File: src/design/perf_count_pkg.sv
/*
  Constants, types and carriers for the four-channel CPU performance counter.
  Assumes every CPU-side event input is synchronous to mclk.
*/
// Summary of operation
// - four independent channels, each configured alone, all counting together.
// - each channel selector picks disabled or one CPU event source.
// - a branch event adds two to a branch-counting channel.
// - counting runs only while the CPU clock runs; sleep halts it.
// - every counter is 32 bits wide and fully readable.
// - a counter wrap sets a readable sticky overflow flag.
// - an initialize request clears all overflow flags and reloads each counter with zero plus that cycle's increment.
// - cacheable-area accesses count as cacheable even if TLB disables caching.
// - single-step is not allowed while a range mode is selected.
// - block and privileged instruction counts count only while that bit is one.
// - normal mode counts from program start until any break hits.
// - range modes count from start condition to end condition, either order.
// - range-bound break conditions do not halt program execution.
`default_nettype none
package perf_count_pkg;
  localparam int NUM_CHAN = 4;
  localparam int CNT_W = 32;
  localparam logic [CNT_W-1:0] CNT_RESET = 32'h0000_0000;
  localparam logic [1:0] INC_NONE = 2'h0;
  localparam logic [1:0] INC_ONE = 2'h1;
  localparam logic [1:0] INC_BRANCH = 2'h2;

  typedef enum logic [5:0] {
    SRC_DISABLED, SRC_ELAPSED, SRC_EXEC_STATE, SRC_BRANCH, SRC_INSTR, SRC_DSP_INSTR,
    SRC_MEM_CONFLICT, SRC_OTHER_CONFLICT, SRC_EXCEPTION, SRC_DTLB_MISS_CYC,
    SRC_ITLB_MISS_CYC, SRC_INTERRUPT, SRC_BLOCK_INSTR, SRC_PRIV_INSTR, SRC_ICACHE_MISS,
    SRC_DCACHE_MISS, SRC_IFETCH_STALL, SRC_DATA_STALL, SRC_ICACHE_STALL,
    SRC_DCACHE_STALL, SRC_CACHEABLE_STALL, SRC_XYRAM_STALL, SRC_URAM_STALL,
    SRC_MEM_ACC_STALL, SRC_OTHER_ACC_CYC, SRC_NC_ACC_CYC, SRC_NC_INST_CYC,
    SRC_NC_DATA_CYC, SRC_C_ACC_CYC, SRC_C_INST_CYC, SRC_C_DATA_CYC, SRC_OTHER_ACC_CNT,
    SRC_NC_ACC_CNT, SRC_NC_INST_CNT, SRC_NC_DATA_CNT, SRC_C_ACC_CNT, SRC_C_INST_CNT,
    SRC_C_DATA_CNT
  } src_sel_t;

  typedef enum logic [1:0] {
    MODE_NORMAL, MODE_RANGE_1_TO_2, MODE_RANGE_2_TO_1
  } meas_mode_t;

  // levels are cycle conditions, pulses are single events
  typedef struct packed {
    logic exec_state;
    logic branch;
    logic instr;
    logic dsp_instr;
    logic mem_conflict;
    logic other_conflict;
    logic exception;
    logic dtlb_miss;
    logic itlb_miss;
    logic interrupt;
    logic block_status_bit;
    logic privileged_mode_bit;
    logic icache_miss;
    logic dcache_miss;
    logic ifetch_stall;
    logic data_stall;
    logic icache_stall;
    logic dcache_stall;
    logic cacheable_stall;
    logic xyram_stall;
    logic uram_stall;
    logic inst_acc_cyc;
    logic data_acc_cyc;
    logic other_acc_cyc;
    logic inst_acc_start;
    logic data_acc_start;
    logic other_acc_start;
    logic area_cacheable;
  } cpu_events_t;

  typedef struct packed {
    logic break1_hit;
    logic break2_hit;
    logic other_break_hit;
    logic prog_start;
  } run_ctl_t;
endpackage
`default_nettype wire

File: src/design/perf_count.sv
/*
  Four-channel CPU performance counter with normal and break-bounded range modes.
  Assumes event, break and host control inputs are synchronous to mclk and that
  cpu_clk_run is low while the CPU clock is halted in sleep.
*/
`default_nettype none
module perf_count (
  input wire logic mclk,
  input wire logic rstn,
  input wire logic cpu_clk_run,
  input wire perf_count_pkg::cpu_events_t cpu_ev,
  input wire perf_count_pkg::run_ctl_t run_ctl,
  input wire perf_count_pkg::src_sel_t chan_sel_in [perf_count_pkg::NUM_CHAN],
  input wire logic sel_load,
  input wire perf_count_pkg::meas_mode_t mode_in,
  input wire logic init_req,
  output logic [perf_count_pkg::NUM_CHAN-1:0][perf_count_pkg::CNT_W-1:0] count_value,
  output logic [perf_count_pkg::NUM_CHAN-1:0] overflow,
  output logic measuring,
  output logic step_allowed,
  output logic halt_request,
  output logic config_error
);
  import perf_count_pkg::*;

  typedef enum {ST_IDLE, ST_ARMED, ST_COUNT} meas_state_t;

  src_sel_t chan_sel [NUM_CHAN];
  src_sel_t next_chan_sel [NUM_CHAN];
  meas_mode_t mode;
  meas_mode_t next_mode;
  meas_state_t state;
  meas_state_t next_state;
  logic any_enabled;
  logic range_mode;
  logic start_hit;
  logic end_hit;
  logic c_acc_cyc;
  logic nc_acc_cyc;
  logic c_inst_cnt;
  logic c_data_cnt;
  logic nc_inst_cnt;
  logic nc_data_cnt;

  // increment that one selector earns this cycle
  function automatic logic [1:0] inc_for(input src_sel_t sel, input cpu_events_t ev,
                                         input logic ci, input logic cd,
                                         input logic ni, input logic nd,
                                         input logic cc, input logic nc);
    logic hit;
    hit = 1'b0;
    case (sel)
      SRC_DISABLED: hit = 1'b0;
      SRC_ELAPSED: hit = 1'b1;
      SRC_EXEC_STATE: hit = ev.exec_state;
      SRC_BRANCH: hit = ev.branch;
      SRC_INSTR: hit = ev.instr;
      SRC_DSP_INSTR: hit = ev.dsp_instr;
      SRC_MEM_CONFLICT: hit = ev.mem_conflict;
      SRC_OTHER_CONFLICT: hit = ev.other_conflict;
      SRC_EXCEPTION: hit = ev.exception;
      SRC_DTLB_MISS_CYC: hit = ev.dtlb_miss;
      SRC_ITLB_MISS_CYC: hit = ev.itlb_miss;
      SRC_INTERRUPT: hit = ev.interrupt;
      SRC_BLOCK_INSTR: hit = ev.instr & ev.block_status_bit;
      SRC_PRIV_INSTR: hit = ev.instr & ev.privileged_mode_bit;
      SRC_ICACHE_MISS: hit = ev.icache_miss;
      SRC_DCACHE_MISS: hit = ev.dcache_miss;
      SRC_IFETCH_STALL: hit = ev.ifetch_stall;
      SRC_DATA_STALL: hit = ev.data_stall;
      SRC_ICACHE_STALL: hit = ev.icache_stall;
      SRC_DCACHE_STALL: hit = ev.dcache_stall;
      SRC_CACHEABLE_STALL: hit = ev.cacheable_stall;
      SRC_XYRAM_STALL: hit = ev.xyram_stall;
      SRC_URAM_STALL: hit = ev.uram_stall;
      SRC_MEM_ACC_STALL: hit = ev.ifetch_stall | ev.data_stall;
      SRC_OTHER_ACC_CYC: hit = ev.other_acc_cyc;
      SRC_NC_ACC_CYC: hit = nc;
      SRC_NC_INST_CYC: hit = ev.inst_acc_cyc & ~ev.area_cacheable;
      SRC_NC_DATA_CYC: hit = ev.data_acc_cyc & ~ev.area_cacheable;
      SRC_C_ACC_CYC: hit = cc;
      SRC_C_INST_CYC: hit = ev.inst_acc_cyc & ev.area_cacheable;
      SRC_C_DATA_CYC: hit = ev.data_acc_cyc & ev.area_cacheable;
      SRC_OTHER_ACC_CNT: hit = ev.other_acc_start;
      SRC_NC_ACC_CNT: hit = ni | nd;
      SRC_NC_INST_CNT: hit = ni;
      SRC_NC_DATA_CNT: hit = nd;
      SRC_C_ACC_CNT: hit = ci | cd;
      SRC_C_INST_CNT: hit = ci;
      SRC_C_DATA_CNT: hit = cd;
      default: hit = 1'b0;
    endcase
    if (!hit) begin
      return INC_NONE;
    end else if (sel == SRC_BRANCH) begin
      return INC_BRANCH;
    end else begin
      return INC_ONE;
    end
  endfunction

  // area classes follow the address decode only; the TLB cache bit is not consulted
  always_comb begin
    c_acc_cyc = (cpu_ev.inst_acc_cyc | cpu_ev.data_acc_cyc) & cpu_ev.area_cacheable;
    nc_acc_cyc = (cpu_ev.inst_acc_cyc | cpu_ev.data_acc_cyc) & ~cpu_ev.area_cacheable;
    c_inst_cnt = cpu_ev.inst_acc_start & cpu_ev.area_cacheable;
    c_data_cnt = cpu_ev.data_acc_start & cpu_ev.area_cacheable;
    nc_inst_cnt = cpu_ev.inst_acc_start & ~cpu_ev.area_cacheable;
    nc_data_cnt = cpu_ev.data_acc_start & ~cpu_ev.area_cacheable;
  end

  // configuration: selectors and mode load together only in the idle state
  always_comb begin
    next_mode = mode;
    for (int i = 0; i < NUM_CHAN; i++) begin
      next_chan_sel[i] = chan_sel[i];
    end
    if (sel_load && state == ST_IDLE) begin
      next_mode = mode_in;
      for (int i = 0; i < NUM_CHAN; i++) begin
        next_chan_sel[i] = chan_sel_in[i];
      end
    end
  end

  always_ff @(posedge mclk or negedge rstn) begin
    if (!rstn) begin
      mode <= MODE_NORMAL;
      for (int i = 0; i < NUM_CHAN; i++) begin
        chan_sel[i] <= SRC_DISABLED;
      end
    end else begin
      mode <= next_mode;
      for (int i = 0; i < NUM_CHAN; i++) begin
        chan_sel[i] <= next_chan_sel[i];
      end
    end
  end

  // range decode and error check
  always_comb begin
    any_enabled = 1'b0;
    for (int i = 0; i < NUM_CHAN; i++) begin
      any_enabled = any_enabled | (chan_sel[i] != SRC_DISABLED);
    end
    range_mode = (mode != MODE_NORMAL);
    config_error = range_mode & ~any_enabled;
    step_allowed = ~range_mode;
    halt_request = ~range_mode & (run_ctl.break1_hit | run_ctl.break2_hit
                   | run_ctl.other_break_hit);
    start_hit = (mode == MODE_RANGE_1_TO_2) ? run_ctl.break1_hit : run_ctl.break2_hit;
    end_hit = (mode == MODE_RANGE_1_TO_2) ? run_ctl.break2_hit : run_ctl.break1_hit;
  end

  // measurement window state
  always_comb begin
    next_state = state;
    case (state)
      ST_IDLE: begin
        if (run_ctl.prog_start && !range_mode) begin
          next_state = ST_COUNT;
        end else if (run_ctl.prog_start && !config_error) begin
          next_state = ST_ARMED;
        end
      end
      ST_ARMED: begin
        if (run_ctl.other_break_hit) begin
          next_state = ST_IDLE;
        end else if (start_hit) begin
          next_state = ST_COUNT;
        end
      end
      ST_COUNT: begin
        if (!range_mode && halt_request) begin
          next_state = ST_IDLE;
        end else if (range_mode && (end_hit || run_ctl.other_break_hit)) begin
          next_state = ST_IDLE;
        end
      end
      default: next_state = ST_IDLE;
    endcase
  end

  always_ff @(posedge mclk or negedge rstn) begin
    if (!rstn) begin
      state <= ST_IDLE;
    end else begin
      state <= next_state;
    end
  end

  always_comb begin
    measuring = (state == ST_COUNT);
  end

  // one counter and overflow flag per channel
  for (genvar g = 0; g < NUM_CHAN; g++) begin : g_chan
    logic [CNT_W-1:0] cnt;
    logic [CNT_W-1:0] next_cnt;
    logic ovf;
    logic next_ovf;
    logic [1:0] inc;
    logic [CNT_W:0] sum;

    always_comb begin
      inc = INC_NONE;
      if (measuring && cpu_clk_run) begin
        inc = inc_for(chan_sel[g], cpu_ev, c_inst_cnt, c_data_cnt, nc_inst_cnt,
                      nc_data_cnt, c_acc_cyc, nc_acc_cyc);
      end
      sum = {1'b0, (init_req ? CNT_RESET : cnt)} + {{(CNT_W - 1){1'b0}}, inc};
      next_cnt = sum[CNT_W-1:0];
      next_ovf = init_req ? 1'b0 : (ovf | sum[CNT_W]);
    end

    always_ff @(posedge mclk or negedge rstn) begin
      if (!rstn) begin
        cnt <= CNT_RESET;
        ovf <= 1'b0;
      end else begin
        cnt <= next_cnt;
        ovf <= next_ovf;
      end
    end

    assign count_value[g] = cnt;
    assign overflow[g] = ovf;
  end

endmodule
`default_nettype wire

File: config.mk
export PLATFORM = sky130hd
export DESIGN_NAME = perf_count
export DESIGN_NICKNAME = d
export VERILOG_FILES = /design/src/design/perf_count_pkg.sv /design/src/design/perf_count.sv
export SDC_FILE = /design/constraint.sdc
export NUM_CORES = 1
export LEC_CHECK = 0
export ABC_AREA = 1
export BUFFER_PORTS_ARGS = -buffer_cell sky130_fd_sc_hd__buf_2
export CAP_MARGIN = 10
export CORE_MARGIN = 3
export CORE_UTILIZATION = 51
export CTS_CLUSTER_DIAMETER = 60
export CTS_CLUSTER_SIZE = 40
export DETAILED_ROUTE_END_ITERATION = 10
export GPL_TIMING_DRIVEN = 0
export PLACE_DENSITY = 0.83
export SLEW_MARGIN = 30
export SYNTH_ARGS = -nofsm -noshare
export SYNTH_HDL_FRONTEND = slang
export SYNTH_SLANG_ARGS = --single-unit
File: constraint.sdc
create_clock -name mclk -period 2.8 [get_ports mclk]
set_input_delay 0.42 -clock mclk [delete_from_list [all_inputs] [get_ports mclk]]
set_output_delay 0.42 -clock mclk [all_outputs]
set_load 0.02 [all_outputs]
Word-level counts from Yosys, hierarchy flattened

Cells that the tools add are included.

$add $sub $neg: 4
Equal/unequal tests: 155
Multiplexer cells: 37
Bitwise logic cells: 30
Reductions and logical operators: 17

Operator list:

| cell                                                              | count |
|---|---|
| 6-bit by 5-bit == test with 1-bit output (second input constant)  | 64 |
| 32-bit 2-to-1 mux                                                 | 10 |
| 6-bit by 4-bit == test with 1-bit output (second input constant)  | 32 |
| 1-bit case mux with 37 select lines                               | 4 |
| 6-bit == test (second input constant)                             | 24 |
| 32-bit by 2-bit adder with 33-bit output                          | 4 |
| 6-bit by 3-bit == test with 1-bit output (second input constant)  | 16 |
| 32-bit case mux with 3 select lines                               | 1 |
| 32-bit logical NOT                                                | 2 |
| 6-bit by 2-bit == test with 1-bit output (second input constant)  | 8 |
| 32-bit by 1-bit == test with 1-bit output (second input constant) | 1 |
| 32-bit by 2-bit == test with 1-bit output (second input constant) | 1 |
| 32-bit by 3-bit == test with 1-bit output (second input constant) | 1 |
| 6-bit by 1-bit == test with 1-bit output (second input constant)  | 4 |
| 2-bit 2-to-1 mux                                                  | 12 |
| 6-bit nonzero test                                                | 4 |
| 1-bit AND                                                         | 14 |
| 1-bit OR                                                          | 13 |
| 1-bit 2-to-1 mux                                                  | 10 |
| 3-bit inequality test (second input constant)                     | 3 |
| 1-bit logical AND                                                 | 6 |
| 1-bit NOT                                                         | 3 |
| 3-bit AND reduction                                               | 1 |
| 2-bit by 1-bit == test with 1-bit output (second input constant)  | 1 |
| 3 further kinds                                                   | 4 |

Bits in registers: 190
Bits of input ports: 63
Output and inout port bits: 136
Word-level logic and storage cells: 257

Logic depth before layout (Yosys ltp)

Gate-level depths: netlist of the first run.

Depth after elaboration: 11
Depth in mapped cells: 24
Gate-level depth less buffers: 24

Worst setup path before layout of the first run

No wires, ideal clock.

Path type: register -> register
Start: register chan_sel[11] (netlist bit)
End: register g_chan[2].cnt[26]
Setup time: 0.120 ns
Arrival time: 2.909 ns
Required time: 2.680 ns
Path slack: -0.230 ns
Cell stages (with the launch flop): 24
Buffers on the path: 1
Period minus slack after synthesis: 3.030 ns
Path through: dfrtp_1 > nor2_1 > buf_2 > nand3_1 > nand2_1 > nor2_1 > nand2_1 > nor2_1 > nand3_1 > nand2_1 > inv_1 > ha_1 > inv_1 > fa_1 > inv_1 > nand2_1 > nor2_2 > nand2_1 > nor2_2 > nand2_2 > nor2_4 > nand2_1 > o21ai_1 > nand2_1

Cells in the longest elaborated chain, start to end: 6
Elaborated cells between the ends (all ways): 43
Classes of those cells: 1 x add/sub; 37 x eq/ne; 5 x mux

Ends and longest elaborated chain:

| element                                     | line              | source |
|---|---|---|
| from (decl)                                 | perf_count.sv:28  | `src_sel_t chan_sel [NUM_CHAN];` |
| from (signal, indexed assignment)           | perf_count.sv:135 | `chan_sel[i] <= next_chan_sel[i];` |
| 6-bit == test, or another cell as far along | perf_count.sv:52  | `case (sel)` |
| 1-bit case mux with 37 select lines         | perf_count.sv:52  |  |
| 1-bit 2-to-1 mux                            | perf_count.sv:207 | `if (measuring && cpu_clk_run) begin` |
| 2-bit 2-to-1 mux *                          | perf_count.sv:93  | `if (!hit) begin` |
| 2-bit 2-to-1 mux *                          | perf_count.sv:207 |  |
| 32-bit by 2-bit adder with 33-bit output *  | perf_count.sv:211 | `sum = {1'b0, (init_req ? CNT_RESET : cnt)} + {{(CNT_W - 1){1'b0}}, inc};` |
| named net g_chan[2].sum[26]                 | perf_count.sv:203 | `logic [CNT_W:0] sum;` |
| to (signal assigned)                        | perf_count.sv:221 | `cnt <= next_cnt;` |
| to (decl)                                   | perf_count.sv:198 | `logic [CNT_W-1:0] cnt;` |

The timed path passes the listed nets; every way through them passes the cells marked *. The select of a mux whose other input is x is not followed.
A chain may end at the register's enable or synchronous reset.

Worst setup path in the final report of the first run

Start: register chan_sel[10] (netlist bit)
End: register g_chan[2].cnt[26]

Same word-level chain as after synthesis.

==> results of run 1 <==
## routing by layer
metal,vias up,GRT usage,wire [um]
met2,742,0.542,18800
met3,166,0.0811,4330
met1,5725,0.421,15400
met4,6,0.155,1970
li1,5586,-,-
met5,-,0,41
## worst max-delay path by stage
stage | cells past startpoint | endpoint
final | 24 | g_chan[2].cnt[26]
after global routing | 24 | g_chan[2].cnt[26]
after CTS | 24 | g_chan[2].cnt[26]
after global placement | 1 | g_chan[1].cnt[30]
after detailed placement | 18 | g_chan[2].cnt[26]
after floorplan | 24 | g_chan[2].cnt[26]
## registers in the layout, indices dropped and copies added, names as in the netlist
name / count
g_chan.cnt: 128
chan_sel: 24
g_chan.ovf: 4
mode: 2
state: 2
## report_power, final
| group | switching, W | leakage, nW | internal, W |
|---|---|---|---|
| clock network | 0.00111 | 0.313 | 0.00153 |
| logic | 0.00213 | 4.81 | 0.00113 |
| registers | 0.000311 | 2.14 | 0.00253 |
| total | 0.00356 | 7.27 | 0.00519 |
## Yosys cell counts, types with 4 or more instances
master	count	share of area
sky130_fd_sc_hd__a21oi_1	33	0.015
sky130_fd_sc_hd__buf_2	12	0.0056
sky130_fd_sc_hd__buf_4	8	0.0056
sky130_fd_sc_hd__buf_6	4	0.0042
sky130_fd_sc_hd__clkbuf_1	9	0.0031
sky130_fd_sc_hd__dfrtp_1	160	0.37
sky130_fd_sc_hd__fa_1	4	0.0075
sky130_fd_sc_hd__ha_1	8	0.0093
sky130_fd_sc_hd__inv_1	183	0.064
sky130_fd_sc_hd__nand2_1	366	0.13
sky130_fd_sc_hd__nand2_2	8	0.0047
sky130_fd_sc_hd__nand3_1	196	0.091
sky130_fd_sc_hd__nand3_2	4	0.0037
sky130_fd_sc_hd__nand4_1	46	0.027
sky130_fd_sc_hd__nor2_1	314	0.11
sky130_fd_sc_hd__nor2_2	9	0.0052
sky130_fd_sc_hd__nor3_1	49	0.023
sky130_fd_sc_hd__nor3_2	11	0.010
sky130_fd_sc_hd__nor3b_1	4	0.0028
sky130_fd_sc_hd__o21ai_0	6	0.0028
sky130_fd_sc_hd__xnor2_1	38	0.031
sky130_fd_sc_hd__xor2_1	70	0.057
## kinds of logic (layout without fill, tap and decap cells)
kind of cell    after synthesis  after routing
simple gates               1022           1022
buf+inv                     220            530
flops                       160            160
xor+xnor                    108            108
compound gates               44             44
fa+ha+maj                    12             12
other cells                   0              1
## stage by stage
step / std cells / utilization / total power, W / instance area [um^2]
finish: 2147 / 0.721 / 0.00875 / 14700
global route: 2147 / 0.721 / 0.00910 / 14700
detailed placement: 2034 / 0.595 / 0.00466 / 12200
global placement: 2033 / 0.594 / 0.00463 / 12100
floorplan: 1566 / - / 0.00401 / 10800
CTS: 2104 / 0.664 / 0.00780 / 13600
## final cells by class
cell class,count,area (um^2)
multi-input cells,1186,7000
fillers,1613,5710
flip-flops and latches,160,4020
repair buffers,280,1730
inverters,186,718
clock buffers,18,429
well taps,270,338
plain buffers,32,255
clock inverters,14,219
diodes,1,2.50
## critical path: stages, from the launching register on
cell and delay, ns:
sky130_fd_sc_hd__dfrtp_2 0.45, sky130_fd_sc_hd__buf_6 0.13, sky130_fd_sc_hd__nor2_4 0.14, sky130_fd_sc_hd__buf_12 0.13, sky130_fd_sc_hd__nand3_2 0.06, sky130_fd_sc_hd__nand2_1 0.07, sky130_fd_sc_hd__nor2_1 0.04, sky130_fd_sc_hd__nand2_1 0.07
sky130_fd_sc_hd__nor2_2 0.05, sky130_fd_sc_hd__nand3_2 0.08, sky130_fd_sc_hd__nand2_1 0.05, sky130_fd_sc_hd__inv_1 0.05, sky130_fd_sc_hd__ha_2 0.18, sky130_fd_sc_hd__inv_2 0.04, sky130_fd_sc_hd__fa_2 0.35, sky130_fd_sc_hd__inv_2 0.06
sky130_fd_sc_hd__nand2_2 0.06, sky130_fd_sc_hd__nor2_4 0.15, sky130_fd_sc_hd__nand2_4 0.07, sky130_fd_sc_hd__nor2_4 0.16, sky130_fd_sc_hd__nand2_4 0.08, sky130_fd_sc_hd__nor2_4 0.21, sky130_fd_sc_hd__nand2_2 0.10, sky130_fd_sc_hd__o21ai_2 0.11
sky130_fd_sc_hd__nand2_1 0.05
## timing repair
| item | in CTS | in global routing |
|---|---|---|
| hold endpoints to repair | 44 | 0 |
| setup endpoints to repair | 93 | 85 |
| resized for setup | 145 | 237 |
| hold buffers | 1 | 0 |
| setup buffers | 37 | 41 |
| pin swaps | 53 | 107 |
| gates cloned | 1 | 4 |
==> insert_results.sql, run 1 <==
INSERT INTO impl_metrics (metric_group, metric, value, unit) VALUES
('logic_synthesis', 'post_synth_inst_count', '1566', ''),
('placement', 'routabilityCongestion', '0.998', ''),
('logic_synthesis', 'synth_seq_area_share', '0.373', ''),
('logic_synthesis', 'synth_top_family_by_area', 'simple AND/OR/NAND/NOR gates', ''),
('logic_synthesis', 'synth-compound-area-share', '0.0215', ''),
('floorplan', 'placeableCoreArea', '20400', 'um^2'),
('floorplan', 'die_w', '151', 'um'),
('sta', 'rsz0062_at_grt', 'true', ''),
('sta', 'hold_violations_final', '0', ''),
('setup_path', 'critPathRequiredTime', '3.14', 'ns'),
('setup_path', 'critPathArrivalTime', '3.42', 'ns'),
('layout', 'mostFrequentLayoutCells', '311 x sky130_fd_sc_hd__nand2_1, 216 x sky130_fd_sc_hd__nor2_1, 202 x sky130_fd_sc_hd__buf_2, 171 x sky130_fd_sc_hd__nand3_1, 151 x sky130_fd_sc_hd__inv_1', ''),
('clocking', 'clk-insertion-delay-late', '0.45', 'ns'),
('worst_hold_path', 'worst_hold_path_type', 'input port to flip-flop', ''),
('logic_synthesis', 'synth.distinct_cells', '35', ''),
('logic_synthesis', 'synth_top_flop_cell', 'sky130_fd_sc_hd__dfrtp_1', ''),
('routing', 'post-route-drc-count', '0', ''),
('floorplan', 'die_span_y', '151', 'um'),
('sta', 'final-max-slew-violation-count', '0', ''),
('placement', 'pre_cts_ws', '-0.945', 'ns'),
('worst_hold_path', 'min_delay_path_depth', '3', ''),
('routing', 'via_count', '12200', ''),
('layout', 'areaGrowthSynthToFinish', '37.2', '%'),
('worst_hold_path', 'hold-path-endpoint', 'chan_sel[17]', ''),
('global_route', 'grt_pass1_vias', '11600', ''),
('routing', 'drt-vias-per-instance', '5.69', ''),
('floorplan', 'io-pin-count', '199', ''),
('logic_synthesis', 'synth_edf_count', '0', ''),
('global_route', 'grt-ovfl-total', '0', ''),
('setup_path', 'reg2regPathDepth', '24', ''),
('sta', 'worst_hold_slack', '0.223', 'ns'),
('clocking', 'clock_tree_from_tritoncts', 'built', ''),
('placement', 'dp.final_hpwl', '28100', 'um'),
('clocking', 'cts.path.max_buffers', '2', ''),
('worst_hold_path', 'timing.hold.worst.start', 'chan_sel_in[17]', ''),
('layout', 'drive_above_1_share', '0.336', ''),
('sta', 'setup_viol_count_final', '25', ''),
('routing', 'drtPass1Iterations', '6', ''),
('routing', 'wirelength', '40600', 'um'),
('clocking', 'ctsHtreeMaxLevel', '4', ''),
('clocking', 'cts_made_buffers', '17', ''),
('layout', 'final_net_count', '1938', ''),
('logic_synthesis', 'synth.net_count', '1641', ''),
('routing', 'route.antenna.remaining_nets', '0', ''),
('logic_synthesis', 'muxShareOfSynthArea', '0', ''),
('clocking', 'clock-sinks', '160', ''),
('outcome', 'outcome', 'finished with violations', ''),
('logic_synthesis', 'synth-async-reset-ratio', '1.00', ''),
('logic_synthesis', 'synthAdderAreaFrac', '0.0168', ''),
('floorplan', 'num_rows', '52', ''),
('setup_path', 'crit-reg2reg-launch', 'chan_sel[10]', ''),
('setup_path', 'crit_startpoint', 'chan_sel[10]', ''),
('outcome', 'violations', 'negative setup slack', ''),
('global_route', 'grt_first_pass_wirelength', '59000', 'um'),
('setup_path', 'reg2reg_setup_slack', '-0.29', 'ns'),
('sta', 'fmax', '0.324', 'GHz'),
('sta', 'tightestPinTransition', '0.634', 'ns'),
('global_route', 'antenna_found_initial', '4', ''),
('placement', 'count_of_buffers_from_port_buffering', '197', ''),
('setup_path', 'regToRegEndpoint', 'g_chan[2].cnt[26]', ''),
('sta', 'slew_headroom', '0.577', ''),
('logic_synthesis', 'syn-mean-instance-area', '6.85', 'um^2'),
('sta', 'post-route-worst-setup-slack', '-0.287', 'ns'),
('sta', 'fin_setup_tns', '-3.39', 'ns'),
('logic_synthesis', 'cell_area_synth', '10700', 'um^2'),
('global_route', 'grt_max_degree', '90', ''),
('pwr', 'pwr_cell_area', '594', 'nW/um^2'),
('setup_path', 'critPathLaunchType', 'flip-flop', ''),
('layout', 'layout_commonest_cell', 'sky130_fd_sc_hd__nand2_1', ''),
('clocking', 'cts_root_buf', 'sky130_fd_sc_hd__clkbuf_16', ''),
('sta', 'final.period_utilization', '1.10', '');
(Power assumes the default switching activity.)
==> inputs of run 2 (changes only) <==
--- a/config.mk
+++ b/config.mk
@@ -6,15 +6,17 @@
 export NUM_CORES = 1
 export LEC_CHECK = 0
 export ABC_AREA = 1
-export BUFFER_PORTS_ARGS = -buffer_cell sky130_fd_sc_hd__buf_2
 export CAP_MARGIN = 10
 export CORE_MARGIN = 3
-export CORE_UTILIZATION = 51
+export CORE_UTILIZATION = 60
+export CTS_BUF_LIST = sky130_fd_sc_hd__clkbuf_4 sky130_fd_sc_hd__clkbuf_8
 export CTS_CLUSTER_DIAMETER = 60
 export CTS_CLUSTER_SIZE = 40
 export DETAILED_ROUTE_END_ITERATION = 10
+export DONT_BUFFER_PORTS = 1
 export GPL_TIMING_DRIVEN = 0
-export PLACE_DENSITY = 0.83
+export HOLD_SLACK_MARGIN = 0.02
+export PLACE_DENSITY = 0.85
 export SLEW_MARGIN = 30
 export SYNTH_ARGS = -nofsm -noshare
 export SYNTH_HDL_FRONTEND = slang
==> run 2 against run 1 <==
The run ends with negative hold slack, negative setup slack left; highest routed layer is now met4; clock skew shrank 0.0019 ns; register-to-register slack lost 0.097 ns; non-clock buffer count shrank 193; final cell count shrank 11%; worst hold slack lost 0.58 ns; fmax shrank 3.1%; cell area shrank 9.7%; critical path depth is the same; via count shrank 4.8%; die area shrank 14%.
==> insert_results.sql, run 2 (same netlist as run 1, synthesis figures left out) <==
INSERT INTO impl_metrics (metric_group, metric, value, unit) VALUES
('outcome', 'outcome', 'finished with violations', ''),
('outcome', 'violations', 'negative hold slack, negative setup slack', ''),
('sta', 'post-route-worst-setup-slack', '-0.384', 'ns'),
('clocking', 'clkSlewWorstSetupHoldPaths', '0.09', 'ns'),
('sta', 'fmax', '0.314', 'GHz'),
('routing', 'drtPass1Iterations', '6', ''),
('layout', 'registers_with_the_highest_flip_flop_counts', 'g_chan.cnt: 128 flops, chan_sel: 24 flops, g_chan.ovf: 4 flops', ''),
('global_route', 'grt_first_pass_wirelength', '57300', 'um'),
('sta', 'hold_violations_final', '160', ''),
('routing', 'post-route-drc-count', '0', ''),
('pwr', 'internal_power', '0.00432', 'W'),
('clocking', 'cts_root_buf', 'sky130_fd_sc_hd__clkbuf_8', ''),
('floorplan', 'initial_utilization', '0.616', ''),
('floorplan', 'io-pin-count', '199', ''),
('routing', 'drt-vias-per-instance', '6.10', ''),
('pwr', 'p_sw_frac', '0.420', ''),
('setup_path', 'critPathLaunchType', 'flip-flop', ''),
('pwr', 'comb_power_share', '0.389', ''),
('clocking', 'ctsHtreeMaxLevel', '4', ''),
('global_route', 'grt_pass1_vias', '11100', ''),
('sta', 'setup_viol_count_final', '44', ''),
('routing', 'drt_initial_violations', '1189', ''),
('placement', 'dpl-instance-area', '11100', 'um^2'),
('pwr', 'ir_worst_vdd', '0.000758', 'V'),
('sta', 'worst_hold_slack', '-0.362', 'ns'),
('placement', 'place.detailed.instances', '1791', ''),
('setup_path', 'reg2regPathDepth', '24', ''),
('setup_path', 'critPathRequiredTime', '3.16', 'ns'),
('layout', 'final_net_count', '1745', ''),
('layout', 'number_of_flip_flops_in_the_largest_register', '128', ''),
('layout', 'max_flop_register', 'g_chan.cnt', ''),
('routing', 'route.antenna.remaining_nets', '0', ''),
('global_route', 'grt-ovfl-total', '0', ''),
('pwr', 'power_switching', '0.00313', 'W'),
('pwr', 'seq_power_share', '0.377', ''),
('placement', 'dp.final_hpwl', '26200', 'um'),
('worst_hold_path', 'worst_hold_path_type', 'input port to async pin', ''),
('sta', 'rsz0062_at_grt', 'true', ''),
('pwr', 'power.clock.fraction', '0.234', ''),
('sta', 'tightestPinTransition', '0.708', 'ns'),
('clocking', 'cts.path.max_buffers', '2', ''),
('floorplan', 'placeableCoreArea', '17400', 'um^2'),
('sta', 'finalWorstPathRequiredPeriod', '3.18', 'ns'),
('global_route', 'grt.total_usage', '0.369', ''),
('floorplan', 'die_span_y', '140', 'um'),
('sta', 'final.period_utilization', '1.14', ''),
('setup_path', 'critPathCaptureType', 'flip-flop', ''),
('pwr', 'pwr_cell_area', '561', 'nW/um^2'),
('layout', 'insertedDiodeCount', '0', ''),
('layout', 'areaGrowthSynthToFinish', '23.8', '%'),
('setup_path', 'worst-setup-path-type', 'flip-flop to flip-flop', ''),
('clocking', 'clock-sinks', '160', ''),
('floorplan', 'num_rows', '48', ''),
('setup_path', 'crit_fanout', '7', ''),
('clocking', 'clock_tree_from_tritoncts', 'built', ''),
('clocking', 'cts_made_buffers', '17', ''),
('clocking', 'clk-insertion-delay-late', '0.47', 'ns'),
('floorplan', 'die_w', '140', 'um'),
('layout', 'final_design_area_no_fill', '13300', 'um^2'),
('sta', 'timing.clock.skew', '0.0129', 'ns'),
('layout', 'num-fill-cells', '1227', ''),
('routing', 'wirelength', '38500', 'um'),
('floorplan', 'die_area', '19500', 'um^2'),
('layout', 'drive_above_1_share', '0.243', ''),
('routing', 'wire_per_inst', '20.2', 'um'),
('sta', 'slew_headroom', '0.528', ''),
('global_route', 'antenna_found_initial', '0', ''),
('placement', 'count_of_buffers_from_port_buffering', '0', ''),
('pwr', 'power_leakage', '6.16', 'nW'),
('job', 'maxCapViolations', '0', ''),
('routing', 'via_count', '11600', ''),
('placement', 'routabilityCongestion', '1.01', ''),
('layout', 'non_filler_instance_count_after_layout', '1908', ''),
('layout', 'layout_commonest_cell', 'sky130_fd_sc_hd__nand2_1', ''),
('setup_path', 'critPathArrivalTime', '3.55', 'ns'),
('layout', 'mostFrequentLayoutCells', '315 x sky130_fd_sc_hd__nand2_1, 228 x sky130_fd_sc_hd__nor2_1, 176 x sky130_fd_sc_hd__nand3_1, 159 x sky130_fd_sc_hd__inv_1, 151 x sky130_fd_sc_hd__dfrtp_1', ''),
('global_route', 'grt_max_degree', '161', ''),
('sta', 'final-max-slew-violation-count', '0', '');
[run 2: worst paths after layout]
| check | start | endpoint | slack (ns) |
|---|---|---|---|
| setup / recovery | chan_sel[10] | g_chan[2].cnt[26] | -0.38 |
| hold / removal | rstn | g_chan[3].ovf | -0.36 |
| setup reg to reg | chan_sel[10] | g_chan[2].cnt[26] | -0.38 |
| hold reg to reg | g_chan[0].ovf | g_chan[0].ovf | 0.53 |
| max in group asynchronous | rstn | g_chan[1].cnt[21] | 2.96 |
| min in group mclk | mode_in[1] | mode[1] | 0.10 |
[run 2: stage by stage]
| step | setup slack (ns) | total power [W] | TNS, ns | utilization | hold WS (ns) |
|---|---|---|---|---|---|
| CTS | -0.208 | 0.00683 | -1.62 | 0.710 | -0.386 |
| detailed placement | -0.879 | 0.00450 | -38.85 | 0.636 | 0.128 |
| global route | -0.568 | 0.00777 | -15.14 | 0.763 | -0.388 |
| global placement | -0.795 | 0.00448 | -33.89 | 0.636 | 0.130 |
| floorplan | -0.0944 | 0.00401 | -0.274 | - | 0.124 |
| finish | -0.384 | 0.00745 | -6.27 | 0.763 | -0.362 |
[run 2: power by group through the flow]
stage,clock network [W],logic (W),registers [W]
after floorplan,0,0.00129,0.00271
after global placement,0,0.00174,0.00274
after detailed placement,0,0.00174,0.00275
after CTS,0.00174,0.00235,0.00274
after global routing,0.00185,0.00308,0.00284
final,0.00175,0.00290,0.00281
[run 2: final cells by class]
class,count,area [um^2],area share
multi-input cells,1186,6870,0.517
flip-flops and latches,160,4020,0.302
repair buffers,86,744,0.0560
inverters,186,721,0.0542
well taps,225,282,0.0212
clock buffers,20,269,0.0202
plain buffers,33,265,0.0200
clock inverters,12,125,0.00941
[run 2: layer usage]
metal  GRT usage  share of wire  routed length [um]
met1       0.457           0.36               13700
met3       0.118           0.13                5010
met4       0.190          0.059                2260
met5           0              0                   0
met2       0.581           0.46               17600
[run 2: timing repair]
action / CTS / global route
buffers inserted: 47 / 36
gates resized for setup: 163 / 177
setup endpoints to repair: 83 / 82
hold endpoints to repair: 160 / 160
cloned: 2 / 3
pin swaps: 55 / 71
[run 2: critical path: stages, from the launching register on]
cell                      delay [ns]
sky130_fd_sc_hd__dfrtp_2        0.44
sky130_fd_sc_hd__inv_2          0.07
sky130_fd_sc_hd__nor2_4         0.20
sky130_fd_sc_hd__buf_6          0.16
sky130_fd_sc_hd__nand3_1        0.08
sky130_fd_sc_hd__nand2_1        0.09
sky130_fd_sc_hd__inv_1          0.04
sky130_fd_sc_hd__nand2_1        0.06
sky130_fd_sc_hd__nor2_1         0.05
sky130_fd_sc_hd__nand3_1        0.10
sky130_fd_sc_hd__nand2_1        0.06
sky130_fd_sc_hd__inv_1          0.05
sky130_fd_sc_hd__ha_2           0.19
sky130_fd_sc_hd__inv_2          0.05
sky130_fd_sc_hd__fa_2           0.38
sky130_fd_sc_hd__inv_2          0.07
sky130_fd_sc_hd__nand2_2        0.06
sky130_fd_sc_hd__nor2_4         0.15
sky130_fd_sc_hd__nand2_2        0.10
sky130_fd_sc_hd__nor2_4         0.12
sky130_fd_sc_hd__nand2_4        0.08
sky130_fd_sc_hd__nor2_4         0.20
sky130_fd_sc_hd__nand2_2        0.09
sky130_fd_sc_hd__o21ai_1        0.14
sky130_fd_sc_hd__nand2_1        0.06
